<file path="src/hw/swb_defs.vh">
`ifndef SWB_DEFS_VH
`define SWB_DEFS_VH

// ----------------------------------------------------------------
// Clock and time base
// ----------------------------------------------------------------
`define SWB_CLK_PERIOD_NS 10
`define SWB_TICK_PERIOD_NS 1000
`define SWB_TICK_CYCLES ((`SWB_TICK_PERIOD_NS + `SWB_CLK_PERIOD_NS - 1) / `SWB_CLK_PERIOD_NS)

// ----------------------------------------------------------------
// Fixed internal times, in time base ticks (1 us each)
// ----------------------------------------------------------------
`define SWB_DOM_TIMEOUT_US 2000
`define SWB_DOM_TIMEOUT_TICKS (`SWB_DOM_TIMEOUT_US * 1000 / `SWB_TICK_PERIOD_NS)
`define SWB_FILTER_US 10
`define SWB_FILTER_TICKS (`SWB_FILTER_US * 1000 / `SWB_TICK_PERIOD_NS)

// ----------------------------------------------------------------
// Mode select encoding {high bit, low bit}
// ----------------------------------------------------------------
`define SWB_MSEL_SLEEP 2'h0
`define SWB_MSEL_HIGH_SPEED 2'h1
`define SWB_MSEL_WAKE_CALL 2'h2
`define SWB_MSEL_NORMAL 2'h3

// ----------------------------------------------------------------
// Reset values
// ----------------------------------------------------------------
`define SWB_SYNC_RESET 1'b0
`define SWB_TX_CMD_RESET 1'b1

`endif

</file>
<file path="src/hw/swb_sync.v">
`timescale 1ns/10ps
// ----------------------------------------------------------------
// Two flip-flop synchroniser for pin levels
// ----------------------------------------------------------------
module swb_sync #(
  parameter WIDTH = 1,
  parameter [WIDTH-1:0] RESET_VAL = {WIDTH{1'b0}}
) (
  input wire clk_in,
  input wire arst_n_in,
  input wire [WIDTH-1:0] async_in,
  output wire [WIDTH-1:0] sync_out
);

  reg [WIDTH-1:0] meta_q;
  reg [WIDTH-1:0] sync_q;

  always @(posedge clk_in or negedge arst_n_in) begin
    if (!arst_n_in) begin
      meta_q <= RESET_VAL;
      sync_q <= RESET_VAL;
    end else begin
      meta_q <= async_in;
      sync_q <= meta_q;
    end
  end

  assign sync_out = sync_q;

endmodule

</file>
<file path="src/hw/swb_filt.v">
`timescale 1ns/10ps
// ----------------------------------------------------------------
// Glitch filter: output follows input once it held for N ticks
// ----------------------------------------------------------------
module swb_filt #(
  parameter TICKS = 10,
  parameter CW = 12
) (
  input wire clk_in,
  input wire arst_n_in,
  input wire tick_in,
  input wire level_in,
  output wire level_out
);

  reg level_q;
  reg [CW-1:0] cnt_q;

  always @(posedge clk_in or negedge arst_n_in) begin
    if (!arst_n_in) begin
      level_q <= 1'b0;
      cnt_q <= {CW{1'b0}};
    end else if (level_in == level_q) begin
      cnt_q <= {CW{1'b0}};
    end else if (tick_in) begin
      if (cnt_q >= TICKS[CW-1:0] - {{(CW-1){1'b0}}, 1'b1}) begin
        level_q <= level_in;
        cnt_q <= {CW{1'b0}};
      end else begin
        cnt_q <= cnt_q + {{(CW-1){1'b0}}, 1'b1};
      end
    end
  end

  assign level_out = level_q;

endmodule

</file>
<file path="src/hw/swb_ctrl.v">
`timescale 1ns/10ps
`include "swb_defs.vh"

// Summary of operation
// [RL1] Mode pins: 00 sleep, 01 high speed, 10 wake-up call, 11 normal.
// [RL2] Sleep ends on a mode pin change or a filtered high-voltage bus wake.
// [RL3] Bus-woken with pins unchanged, return to sleep once the wake level goes.
// [RL4] Sleep keeps the load ground switch closed.
// [RL5] High speed mode turns slew shaping off, up to 100 Kbit/s.
// [RL6] Wake-up call mode drives dominant bits at the high wake-up voltage.
// [RL7] Normal mode drives dominant bits at normal voltage, typically 25 Kbit/s.
// [RL8] Normal and wake-up call edges are slew shaped, strength from program pin.
// [RL9] Transmit command is inverted: low asks dominant, high asks recessive.
// [RL10] Transmit low beyond the fixed timeout forces the bus recessive.
// [RL11] Transmit high clears the timeout at once and re-arms the driver.
// [RL12] Loss of ground opens the load-to-ground switch automatically.
// [RL13] In awake modes every bus level goes to the receive output.
// [RL14] In sleep only a wake-up level bus shows on the receive output.
// [RL15] Bus detection uses a fixed filter time against short disturbances.
// [RL16] Receive high for recessive bus, low for any dominant bus.
// [RL17] Mode pins have pull-downs, so undriven pins read low.
// [RL18] Receive output is open drain: pulls low or releases.
// [RL19] Transmit command has an external pull-up; undriven means recessive.
// [RL20] Timeout and filter times are parameters counted in time base ticks.
// [RL21] With mode pins undriven the device comes up in sleep.
module swb_ctrl #(
  parameter TICK_CYCLES = `SWB_TICK_CYCLES,
  parameter DOM_TIMEOUT_TICKS = `SWB_DOM_TIMEOUT_TICKS,
  parameter FILTER_TICKS = `SWB_FILTER_TICKS,
  parameter SLEW_W = 4
) (
  input wire clk_in,
  input wire arst_n_in,
  input wire tx_cmd_n_in,
  input wire mode_select_low_bit_in,
  input wire mode_select_high_bit_in,
  input wire bus_line_io_in,
  input wire bus_wake_level_in,
  input wire ground_loss_in,
  input wire [SLEW_W-1:0] slew_program_in,
  output reg bus_line_io_out,
  output reg bus_line_io_oe_out,
  output reg bus_high_volt_out,
  output reg slew_enable_out,
  output reg [SLEW_W-1:0] slew_strength_out,
  output reg rx_data_out,
  output reg rx_data_oe_out,
  output reg load_switch_on_out,
  output reg dom_timeout_out,
  output reg awake_out
);

  // ----------------------------------------------------------------
  // Local constants
  // ----------------------------------------------------------------
  localparam TW = 16;
  localparam DW = 16;

  localparam [4:0] ST_SLEEP = 5'h01;
  localparam [4:0] ST_BUS_WAKE = 5'h02;
  localparam [4:0] ST_HIGH_SPEED = 5'h04;
  localparam [4:0] ST_WAKE_CALL = 5'h08;
  localparam [4:0] ST_NORMAL = 5'h10;

  // ----------------------------------------------------------------
  // Decoding of the mode select pair into a state
  // ----------------------------------------------------------------
  function [4:0] swb_mode_state;
    input [1:0] msel;
    begin
      case (msel)
        `SWB_MSEL_SLEEP: swb_mode_state = ST_SLEEP; // RL1
        `SWB_MSEL_HIGH_SPEED: swb_mode_state = ST_HIGH_SPEED; // RL1
        `SWB_MSEL_WAKE_CALL: swb_mode_state = ST_WAKE_CALL; // RL1
        `SWB_MSEL_NORMAL: swb_mode_state = ST_NORMAL; // RL1
        default: swb_mode_state = ST_SLEEP;
      endcase
    end
  endfunction

  // ----------------------------------------------------------------
  // Pin synchronisers
  // ----------------------------------------------------------------
  wire [1:0] msel_sync;
  wire tx_cmd_n_sync;
  wire bus_dom_sync;
  wire bus_wake_sync;
  wire gnd_loss_sync;

  // Mode pins reset low, matching the pull-downs
  swb_sync #(
    .WIDTH(2),
    .RESET_VAL({`SWB_SYNC_RESET, `SWB_SYNC_RESET})
  ) u_msel_sync (
    .clk_in(clk_in),
    .arst_n_in(arst_n_in),
    .async_in({mode_select_high_bit_in, mode_select_low_bit_in}),
    .sync_out(msel_sync)
  ); // RL17 RL21

  // Transmit command resets high, as if pulled up
  swb_sync #(
    .WIDTH(1),
    .RESET_VAL(`SWB_TX_CMD_RESET)
  ) u_tx_sync (
    .clk_in(clk_in),
    .arst_n_in(arst_n_in),
    .async_in(tx_cmd_n_in),
    .sync_out(tx_cmd_n_sync)
  ); // RL19

  swb_sync #(
    .WIDTH(3),
    .RESET_VAL({3{`SWB_SYNC_RESET}})
  ) u_bus_sync (
    .clk_in(clk_in),
    .arst_n_in(arst_n_in),
    .async_in({ground_loss_in, bus_wake_level_in, bus_line_io_in}),
    .sync_out({gnd_loss_sync, bus_wake_sync, bus_dom_sync})
  );

  // ----------------------------------------------------------------
  // Internal time base
  // ----------------------------------------------------------------
  reg [TW-1:0] tick_cnt_q;
  reg tick_q;

  always @(posedge clk_in or negedge arst_n_in) begin
    if (!arst_n_in) begin
      tick_cnt_q <= {TW{1'b0}};
      tick_q <= 1'b0;
    end else if (tick_cnt_q >= TICK_CYCLES[TW-1:0] - {{(TW-1){1'b0}}, 1'b1}) begin
      tick_cnt_q <= {TW{1'b0}};
      tick_q <= 1'b1; // RL20
    end else begin
      tick_cnt_q <= tick_cnt_q + {{(TW-1){1'b0}}, 1'b1};
      tick_q <= 1'b0;
    end
  end

  // ----------------------------------------------------------------
  // Bus detection filters
  // ----------------------------------------------------------------
  wire bus_dom_filt;
  wire bus_wake_filt;

  swb_filt #(
    .TICKS(FILTER_TICKS),
    .CW(DW)
  ) u_dom_filt (
    .clk_in(clk_in),
    .arst_n_in(arst_n_in),
    .tick_in(tick_q),
    .level_in(bus_dom_sync),
    .level_out(bus_dom_filt)
  ); // RL15

  swb_filt #(
    .TICKS(FILTER_TICKS),
    .CW(DW)
  ) u_wake_filt (
    .clk_in(clk_in),
    .arst_n_in(arst_n_in),
    .tick_in(tick_q),
    .level_in(bus_wake_sync),
    .level_out(bus_wake_filt)
  ); // RL15

  // ----------------------------------------------------------------
  // Mode state machine
  // ----------------------------------------------------------------
  reg [4:0] state_q;
  reg [4:0] state_d;
  wire [4:0] pin_state;

  assign pin_state = swb_mode_state(msel_sync);

  always @* begin
    state_d = state_q;
    case (state_q)
      ST_SLEEP: begin
        if (pin_state != ST_SLEEP) begin
          state_d = pin_state; // RL2
        end else if (bus_wake_filt) begin
          state_d = ST_BUS_WAKE; // RL2
        end
      end
      ST_BUS_WAKE: begin
        if (pin_state != ST_SLEEP) begin
          state_d = pin_state; // RL2
        end else if (!bus_wake_filt) begin
          state_d = ST_SLEEP; // RL3
        end
      end
      ST_HIGH_SPEED, ST_WAKE_CALL, ST_NORMAL: begin
        state_d = pin_state; // RL1
      end
      default: begin
        state_d = ST_SLEEP;
      end
    endcase
  end

  always @(posedge clk_in or negedge arst_n_in) begin
    if (!arst_n_in) begin
      state_q <= ST_SLEEP; // RL21
    end else begin
      state_q <= state_d;
    end
  end

  wire tx_mode;
  wire slew_mode;

  assign tx_mode = state_q[2] | state_q[3] | state_q[4];
  assign slew_mode = state_q[3] | state_q[4]; // RL5 RL8

  // ----------------------------------------------------------------
  // Dominant timeout guard
  // ----------------------------------------------------------------
  reg [DW-1:0] dom_cnt_q;
  reg timed_out_q;

  always @(posedge clk_in or negedge arst_n_in) begin
    if (!arst_n_in) begin
      dom_cnt_q <= {DW{1'b0}};
      timed_out_q <= 1'b0;
    end else if (tx_cmd_n_sync) begin
      dom_cnt_q <= {DW{1'b0}}; // RL11
      timed_out_q <= 1'b0; // RL11
    end else if (tick_q && !timed_out_q) begin
      if (dom_cnt_q >= DOM_TIMEOUT_TICKS[DW-1:0] - {{(DW-1){1'b0}}, 1'b1}) begin
        timed_out_q <= 1'b1; // RL10
      end else begin
        dom_cnt_q <= dom_cnt_q + {{(DW-1){1'b0}}, 1'b1};
      end
    end
  end

  // Transmit low asks for dominant unless guarded
  wire drive_dom;

  assign drive_dom = tx_mode & ~tx_cmd_n_sync & ~timed_out_q; // RL9 RL10

  // ----------------------------------------------------------------
  // Receive path
  // ----------------------------------------------------------------
  wire rx_dominant;

  // Awake: any dominant level; sleep: only the wake level
  assign rx_dominant = state_q[0] ? bus_wake_filt : (bus_dom_filt | bus_wake_filt); // RL13 RL14

  // ----------------------------------------------------------------
  // Output registers
  // ----------------------------------------------------------------
  always @(posedge clk_in or negedge arst_n_in) begin
    if (!arst_n_in) begin
      bus_line_io_out <= 1'b0;
      bus_line_io_oe_out <= 1'b0;
      bus_high_volt_out <= 1'b0;
      slew_enable_out <= 1'b0;
      slew_strength_out <= {SLEW_W{1'b0}};
      rx_data_out <= 1'b0;
      rx_data_oe_out <= 1'b0;
      load_switch_on_out <= 1'b1;
      dom_timeout_out <= 1'b0;
      awake_out <= 1'b0;
    end else begin
      bus_line_io_out <= drive_dom; // RL9
      bus_line_io_oe_out <= drive_dom; // RL9
      bus_high_volt_out <= drive_dom & state_q[3]; // RL6 RL7
      slew_enable_out <= slew_mode; // RL5 RL8
      slew_strength_out <= slew_mode ? slew_program_in : {SLEW_W{1'b0}}; // RL8
      rx_data_out <= 1'b0; // RL18
      rx_data_oe_out <= rx_dominant; // RL16 RL18
      load_switch_on_out <= ~gnd_loss_sync; // RL4 RL12
      dom_timeout_out <= timed_out_q;
      awake_out <= ~state_q[0];
    end
  end

endmodule

</file>
<file path="config.mk">
export PLATFORM = sky130hd
export DESIGN_NAME = swb_ctrl
export DESIGN_NICKNAME = d
export VERILOG_FILES = /design/src/hw/swb_sync.v /design/src/hw/swb_filt.v /design/src/hw/swb_ctrl.v
export VERILOG_INCLUDE_DIRS = /design/src /design/src/hw
export SDC_FILE = /design/constraint.sdc
export NUM_CORES = 1
export LEC_CHECK = 0
export ABC_AREA = 1
export BUFFER_PORTS_ARGS = -buffer_cell sky130_fd_sc_hd__buf_4
export CAP_MARGIN = 15
export CORE_ASPECT_RATIO = 0.5
export CORE_UTILIZATION = 60
export DETAILED_ROUTE_END_ITERATION = 16
export PLACE_DENSITY = 0.79
export REMOVE_ABC_BUFFERS = 1
export SYNTH_ARGS = -nofsm -noshare
export SYNTH_HDL_FRONTEND = slang
export SYNTH_SLANG_ARGS = --single-unit
</file>
<file path="constraint.sdc">
create_clock -name clk_in -period 1.8 [get_ports clk_in]
set_clock_uncertainty 0.2 [all_clocks]
set_input_delay 0.09 -clock clk_in [delete_from_list [all_inputs] [get_ports clk_in]]
set_output_delay 0.09 -clock clk_in [all_outputs]
set_load 0.01 [all_outputs]
</file>
==> results.toml, run 1 <==
[run_status]
outcome = "completed"

[timing]
finalHoldViolations = 0
tns_ns = 0
finalCritPeriodShare_pct = 92.27
layout_setup_ws_ns = 0.1391
setup-violations-final = 0
layout_min_cycle_time_ns = 1.661
max_freq_mhz = 602.1
finalMaxSlewViolations = 0
rsz0062_at_grt = "false"

[logic_synthesis]
yosysSeqAreaShare_pct = 59.36
syn_inst = 454
synthArstFlopShare_pct = 100.0
synth-edff-count = 0
synth_ff_type = "dfrtp_1"
netlist_area_sq_um = 4055
avgSynthCellArea_sq_um = 8.932
yosys_register_bits = 96
yosys_warnings = 0
yosysUniqueCellTypes = 30

[power_and_ir_drop]
p_int_w = 0.003764
vdd_drop_max_mv = 0.5083
power_frac_seq_pct = 48.6
clkPwrFrac_pct = 36.3
comb_power_share_pct = 15.1
p_sw_share_pct = 25.98
cellPowerDensity_nw_per_um2 = 1067
p_leak_nw = 2.422
p_sw_w = 0.001321

[worst_setup_path]
critPathCaptureType = "flip-flop"
worstPathCellList = "inv_1 > ha_1 > nand2_1 > o21ai_1 > nand3_1 > nor2_2 > nand3_1 > nand2_1"
reg2reg_depth = 8
cp.arrival_ns = 1.74
slowest_stage = "dfrtp_1"
critPathMaxStageDelay_ns = 0.40
critPathKind = "reg -> reg"
critPathMaxFanout = 3
cp.required_ns = 1.88
critPathLaunchType = "flip-flop"

[clock_network]
clkTransAtPathRegs_ns = 0.06
clock_sinks = 96
htree_levels = 3
cts_tree = "built"
clock_path_buffers = 2
cts_setup_buffers = 0
clk_latency_ns = 0.34
numCtsBuffers = 9
cts_root_buf = "clkbuf_16"

[layout]
final_common_cell = "nand2_1"
drive_gt1_share_pct = 12.60
finalNetCount = 523
antenna_cells = 0
final_cell_area_sq_um = 4766
n_fill_cell = 443
most-common-layout-cells = "nand2_1, dfrtp_1, nor2_1"
area_growth_pct = 17.53
post_layout_nonfiller_instances = 596

[floorplan]
initial_utilization_pct = 64.56
fp.dieArea_sq_um = 7111
pin_count = 25
coreArea_sq_um = 6281
rows = 20
dieWidth_microns = 118.3
chipHeight_microns = 60.13

[place]
gp_congestion = 0.8036
portBuffers = 23
pre_cts_ws_ns = 0.1609
place_area_sq_um = 4363
place_hpwl_microns = 4443
dpl.cell_count = 569

[global_route]
grt_max_degree = 40
grt.overflow.total = 0
grt_use_total_pct = 22.52
grt_pass1_wl_microns = 12170
grt_pass1_vias = 2731
antenna_found_initial = 0

[routing]
routed_via_density = 4.768
num_vias = 2842
routedWlPerCell_microns = 11.69
drcViolationCount = 0
routed_wirelength_microns = 6966
drtPass1Iterations = 4
first_iter_violations = 180
antenna_left = 0

[run]
maxCapViolCount = 0

[min_path]
holdCritPathClass = "in -> async"
[power by group through the flow]
| stage | Sequential, W | Clock [W] | Combinational [W] |
|---|---|---|---|
| after CTS | 0.00247 | 0.00188 | 0.000759 |
| final | 0.00247 | 0.00185 | 0.000767 |
| after detailed placement | 0.00251 | 0 | 0.000722 |
| after global placement | 0.00250 | 0 | 0.000686 |
| after global routing | 0.00249 | 0.00197 | 0.000879 |
| after floorplan | 0.00252 | 0 | 0.000411 |
[path summary, 6_finish.rpt]
| check | startpoint | end | slack (ns) |
|---|---|---|---|
| setup / recovery | u_wake_filt.cnt_q[1] | u_wake_filt.cnt_q[0] | 0.14 |
| hold / removal | arst_n_in | dom_cnt_q[15] | 0.06 |
| setup reg to reg | u_wake_filt.cnt_q[1] | u_wake_filt.cnt_q[0] | 0.14 |
| hold reg to reg | u_bus_sync.meta_q[0] | u_bus_sync.sync_out[0] | 0.15 |
| max in group asynchronous | arst_n_in | u_tx_sync.meta_q | 0.71 |
| min in group clk_in | u_bus_sync.meta_q[0] | u_bus_sync.sync_out[0] | 0.15 |
[worst max-delay path, delay by kind of cell, from the launching register on]
kind / cells / cell delay [ns]
AND/OR/NAND/NOR: 5 / 0.49
flip-flops: 1 / 0.40
adder cells (fa/ha/maj): 1 / 0.20
AO/OA/AOI/OAI: 1 / 0.16
buffers and inverters: 1 / 0.14
[flip-flops by register name, summed over array words and instances, names as in the netlist, 2 cells and up]
| register | count |
|---|---|
| u_bus_sync.meta_q | 3 |
| state_q | 5 |
| u_bus_sync.sync_out | 3 |
| u_dom_filt.cnt_q | 16 |
| u_msel_sync.sync_out | 2 |
| slew_strength_out | 4 |
| tick_cnt_q | 16 |
| u_msel_sync.meta_q | 2 |
| dom_cnt_q | 16 |
| u_wake_filt.cnt_q | 16 |
[cells in the mapped netlist (2+ instances only)]
library cell  count  share of area, %
xor2_1            2              0.43
inv_1            68               6.3
nand2_1         104               9.6
nor2_4            2              0.56
a21oi_1           9               1.1
buf_2             3              0.37
nand4_1           8               1.2
nand3_4           2              0.86
nor3_1            5              0.62
nor3b_1           3              0.56
xnor2_1           2              0.43
buf_6             2              0.56
inv_2             7              0.65
nand3_1          31               3.8
ha_1              8               2.5
nor2_1           79               7.3
dfrtp_1          92                57
o21ai_0           5              0.62
nor2_2            3              0.46
buf_4             4              0.74
nand2_2           2              0.31
nor3_2            2              0.49
dfstp_2           4               2.6
[what timing repair did]
item,in CTS,in global routing
endpoints found under the hold margin,103,0
hold buffers,11,0
setup endpoints to repair,0,4
gates resized for setup,0,3
[routing by layer]
metal	global-route usage (%)	wire (microns)	part of all wire [%]	up-vias
met4	9.524	53	0.76	0
met3	6.298	362	5.2	4
met5	0	0	0	-
li1	-	-	-	1470
met1	27.83	3156	45	1307
met2	38.40	3393	49	61
[stage by stage]
stage                     hold WS (ns)  util [%]  power (W)
final                          0.05606     75.88   0.005085
after global routing           0.09330     75.88   0.005344
after CTS                      0.07048     75.80   0.005104
after detailed placement       -0.1265     69.46   0.003227
after global placement         -0.1273     69.46   0.003185
after floorplan                -0.4056         -   0.002929
[logic make-up after synthesis]
family	count (synthesis)	share of synthesized area, %
flip-flops	96	59.36
XOR/XNOR	4	0.8641
other	1	0.09248
AND/OR/NAND/NOR	245	26.60
AO/OA/AOI/OAI	15	1.913
adder cells (fa/ha/maj)	8	2.468
buffers and inverters	85	8.701
[area by class of cell]
type                       instances  area, sq um  share of cell area (%)
timing repair buffer              39        345.3                   7.246
inverter                          75        281.5                   5.907
clock inverter                     1        30.03                  0.6301
clock buffer                      15        257.7                   5.408
multi-input combinational        282         1334                   27.99
tap                               88        110.1                   2.310
sequential                        96         2407                   50.51
Power figures use the tool's default switching activity.
==> run 2: changes to the inputs <==
Settings changed: SETUP_SLACK_MARGIN set to 0.2.
==> results.toml, run 2 (same netlist as run 1, synthesis figures left out) <==
[floorplan]
coreArea_sq_um = 6281
rows = 20
initial_utilization_pct = 64.56
dieWidth_microns = 118.3
chipHeight_microns = 60.13
pin_count = 25
fp.dieArea_sq_um = 7111

[clock_network]
clock_sinks = 96
numCtsBuffers = 9
clock_path_buffers = 2
htree_levels = 3
cts_root_buf = "clkbuf_16"
cts_tree = "built"
clkTransAtPathRegs_ns = 0.06
clk_latency_ns = 0.34

[layout]
most-common-layout-cells = "nand2_1, dfrtp_1, nor2_1"
area_growth_pct = 21.72
antenna_cells = 0
finalNetCount = 535
drive_gt1_share_pct = 18.27
final_common_cell = "nand2_1"

[timing]
tns_ns = 0
layout_min_cycle_time_ns = 1.632
worst_slew_pin_slew_ns = 0.5016
rsz0062_at_grt = "true"
slew_headroom_pct = 66.53
setup-violations-final = 0
finalCritPeriodShare_pct = 90.65
finalMaxSlewViolations = 0
layout_setup_ws_ns = 0.1683
finalHoldViolations = 0
max_freq_mhz = 612.9

[routing]
routedWlPerCell_microns = 12.63
num_vias = 2938
drcViolationCount = 0
antenna_left = 0
routed_via_density = 4.832
drtPass1Iterations = 5
first_iter_violations = 212
routed_wirelength_microns = 7679

[place]
gp_congestion = 0.8036
pre_cts_ws_ns = 0.1609
portBuffers = 23
place_hpwl_microns = 4443

[power_and_ir_drop]
comb_power_share_pct = 17.3
vdd_drop_max_mv = 0.5303
p_leak_nw = 2.487
power_frac_seq_pct = 47.3
p_sw_w = 0.001376
clkPwrFrac_pct = 35.3
cellPowerDensity_nw_per_um2 = 1058
p_int_w = 0.003847
p_sw_share_pct = 26.34

[global_route]
grt_pass1_wl_microns = 12170
grt_max_degree = 40
grt_pass1_vias = 2731
grt_use_total_pct = 22.52
grt.overflow.total = 0
antenna_found_initial = 0

[run]
maxCapViolCount = 0

[worst_setup_path]
cp.required_ns = 1.88
critPathMaxFanout = 3
rrSetupSlack_ns = 0.17
critPathKind = "reg -> reg"
cp.arrival_ns = 1.71
critPathLaunchType = "flip-flop"
critPathCaptureType = "flip-flop"

[min_path]
holdCritPathClass = "in -> async"

[run_status]
outcome = "completed"
==> run 2: final cells by class <==
cell class	instances	area, sq um
clock buffer	15	257.7
clock inverter	1	30.03
fill	389	1345
inverter	75	286.5
multi-input combinational	283	1413
sequential	96	2411
tap	88	110.1
timing repair buffer	50	427.9
==> run 2: power groups by stage <==
stage / sequential, W / clock [W] / combinational [W]
floorplan: 0.00252 / 0 / 0.000411
global placement: 0.00250 / 0 / 0.000686
detailed placement: 0.00251 / 0 / 0.000722
CTS: 0.00247 / 0.00188 / 0.000763
global route: 0.00249 / 0.00197 / 0.00103
finish: 0.00247 / 0.00184 / 0.000906
==> run 2: worst paths after layout <==
check	start	end	depth (start not counted)
max	u_dom_filt.cnt_q[0]	u_dom_filt.cnt_q[1]	9
min	arst_n_in	dom_cnt_q[15]	2
max reg2reg	u_dom_filt.cnt_q[0]	u_dom_filt.cnt_q[1]	9
min reg2reg	u_bus_sync.meta_q[0]	u_bus_sync.sync_out[0]	0
max in group asynchronous	arst_n_in	u_tx_sync.meta_q	3
min in group clk_in	u_bus_sync.meta_q[0]	u_bus_sync.sync_out[0]	0
==> run 2: repair_timing <==
action	in CTS	in global routing
endpoints found under the setup margin	15	30
buffers inserted	0	11
resized for setup	5	24
endpoints found under the hold margin	103	0
cloned	0	1
pin swaps	1	6
hold buffers	11	0
==> run 2: through the flow <==
| step | cell area (sq um) | util (%) | std cells | hold WS (ns) | total power [W] |
|---|---|---|---|---|---|
| floorplan | 4018 | - | 453 | -0.4056 | 0.002929 |
| global placement | 4363 | 69.46 | 569 | -0.1273 | 0.003185 |
| detailed placement | 4363 | 69.46 | 569 | -0.1265 | 0.003227 |
| CTS | 4766 | 75.88 | 596 | 0.07048 | 0.005111 |
| global route | 4936 | 78.59 | 608 | 0.09334 | 0.005485 |
| finish | 4936 | 78.59 | 608 | 0.05842 | 0.005223 |
==> run 2: worst max-delay path, cell delays in order (launching register included) <==
cell and delay, ns:
dfrtp_1 0.42, inv_1 0.14, ha_1 0.16, nand2_1 0.06, nand2_1 0.07, nand2_2 0.08, nor2_4 0.16, buf_4 0.13
nand4_1 0.09, nand2_1 0.08
==> run 2: routing by layer <==
metal | up-vias | part of all wire (%) | track usage [%] | routed length [microns]
li1 | 1496 | - | - | -
met1 | 1380 | 45 | 27.83 | 3471
met2 | 53 | 50 | 38.40 | 3828
met3 | 9 | 4.0 | 6.298 | 305
met4 | 0 | 0.98 | 9.524 | 75
met5 | - | 0 | 0 | 0
==> run 3: changes to the inputs <==
--- a/config.mk
+++ b/config.mk
@@ -13,4 +13,5 @@
 export CORE_UTILIZATION = 60
 export DETAILED_ROUTE_END_ITERATION = 16
+export HOLD_SLACK_MARGIN = 0.1
 export PLACE_DENSITY = 0.79
 export REMOVE_ABC_BUFFERS = 1
==> constraint.sdc (replaced) <==
create_clock -name clk_in -period 1.8 [get_ports clk_in]
set_clock_uncertainty 0.2 [all_clocks]
set_input_delay 0.18 -clock clk_in [delete_from_list [all_inputs] [get_ports clk_in]]
set_output_delay 0.18 -clock clk_in [all_outputs]
set_load 0.01 [all_outputs]
==> results.toml, run 3 (same netlist as run 1, synthesis figures left out) <==
[run_status]
outcome = "completed"

[clock_network]
clock_path_buffers = 2
htree_levels = 3
clock_sinks = 96
cts_root_buf = "clkbuf_16"
clk_latency_ns = 0.34
cts_tree = "built"
clkTransAtPathRegs_ns = 0.06
numCtsBuffers = 9

[timing]
setup-violations-final = 0
layout_min_cycle_time_ns = 1.587
slew_headroom_pct = 63.11
finalHoldViolations = 0
worst_slew_pin_slew_ns = 0.5527
finalMaxSlewViolations = 0
tns_ns = 0
finalCritPeriodShare_pct = 88.16
max_freq_mhz = 630.1
rsz0062_at_grt = "true"

[layout]
finalNetCount = 536
drive_gt1_share_pct = 22.07
antenna_cells = 0
final_common_cell = "nand2_1"
final_cell_area_sq_um = 4986
most-common-layout-cells = "nand2_1, dfrtp_1, nor2_1"
area_growth_pct = 22.96

[power_and_ir_drop]
cellPowerDensity_nw_per_um2 = 1032
p_leak_nw = 2.517
vdd_drop_max_mv = 0.8905

[place]
place_hpwl_microns = 4364
gp_congestion = 0.8319
portBuffers = 23
place_area_sq_um = 4365

[routing]
routed_wirelength_microns = 7551
drtPass1Iterations = 4
routedWlPerCell_microns = 12.40
first_iter_violations = 212
num_vias = 3006
drcViolationCount = 0
routed_via_density = 4.936
antenna_left = 0

[worst_setup_path]
critPathLaunchType = "flip-flop"
critPathMaxFanout = 3
critPathCaptureType = "flip-flop"
cp.required_ns = 1.88
critPathKind = "reg -> reg"
cp.arrival_ns = 1.67

[floorplan]
fp.dieArea_sq_um = 7111
rows = 20
pin_count = 25
coreArea_sq_um = 6281
chipHeight_microns = 60.13
initial_utilization_pct = 64.56
dieWidth_microns = 118.3

[global_route]
grt.overflow.total = 0
antenna_found_initial = 0
grt_use_total_pct = 22.97
grt_max_degree = 41
grt_pass1_wl_microns = 12210
grt_pass1_vias = 2766

[run]
maxCapViolCount = 0

[min_path]
holdCritPathClass = "in -> async"
[run 3: stage by stage]
step	std cells	hold slack, ns	power [W]	worst slack [ns]	util [%]
final	609	0.1352	0.005145	0.2131	79.38
after global routing	609	0.1562	0.005399	0.1130	79.38
after CTS	599	0.1451	0.005010	0.1381	76.02
after detailed placement	571	-0.02789	0.003214	0.1591	69.50
after global placement	571	-0.03270	0.003178	0.2297	69.50
after floorplan	453	-0.3156	0.002929	0.2454	-
[run 3: worst max-delay path, stage by stage (launching register included)]
cell and delay [ns]:
dfrtp_1 0.42, buf_6 0.14, ha_2 0.18, o21ai_2 0.16, nand3_2 0.12, nor2_2 0.14, nand3_1 0.10, nand2_1 0.08
[run 3: routing by layer]
metal | track usage (%) | share of wire (%) | up-vias
li1 | - | - | 1496
met1 | 27.94 | 44 | 1421
met2 | 39.16 | 49 | 70
met3 | 7.347 | 3.9 | 19
met4 | 9.341 | 2.2 | 0
met5 | 0 | 0 | -
[run 3: worst paths after layout]
path                                        from                      end  depth (start not counted)  slack, ns
min in group clk_in        u_msel_sync.meta_q[1]  u_msel_sync.sync_out[1]                          0       0.15
setup / recovery            u_wake_filt.cnt_q[0]     u_wake_filt.cnt_q[0]                          7       0.21
hold / removal                         arst_n_in          slew_enable_out                          2       0.14
hold reg to reg            u_msel_sync.meta_q[1]  u_msel_sync.sync_out[1]                          0       0.15
setup reg to reg            u_wake_filt.cnt_q[0]     u_wake_filt.cnt_q[0]                          7       0.21
max in group asynchronous              arst_n_in       load_switch_on_out                          3       0.64
[run 3: cell type report]
type	instances	area, sq um
inverters	75	284.0
multi-input cells	284	1483
repair buffers	50	419.2
clock inverters	3	18.77
flip-flops and latches	96	2411
well taps	88	110.1
fillers	389	1295
clock buffers	13	260.3
[run 3: what timing repair did]
item                                   CTS  global route
buffers inserted                         0             9
resized for setup                        5            42
endpoints found under the hold margin  104             0
gates cloned                             1             1
hold buffers                            11             0
pin swaps                                1            16
setup endpoints to repair               19            30
[run 3: where the power goes]
group          internal, W  total (W)  switching, W  leakage, nW
Combinational     0.000397   0.000922      0.000525         1.12
Sequential         0.00234    0.00247      0.000127         1.26
Clock              0.00101    0.00175      0.000742        0.140
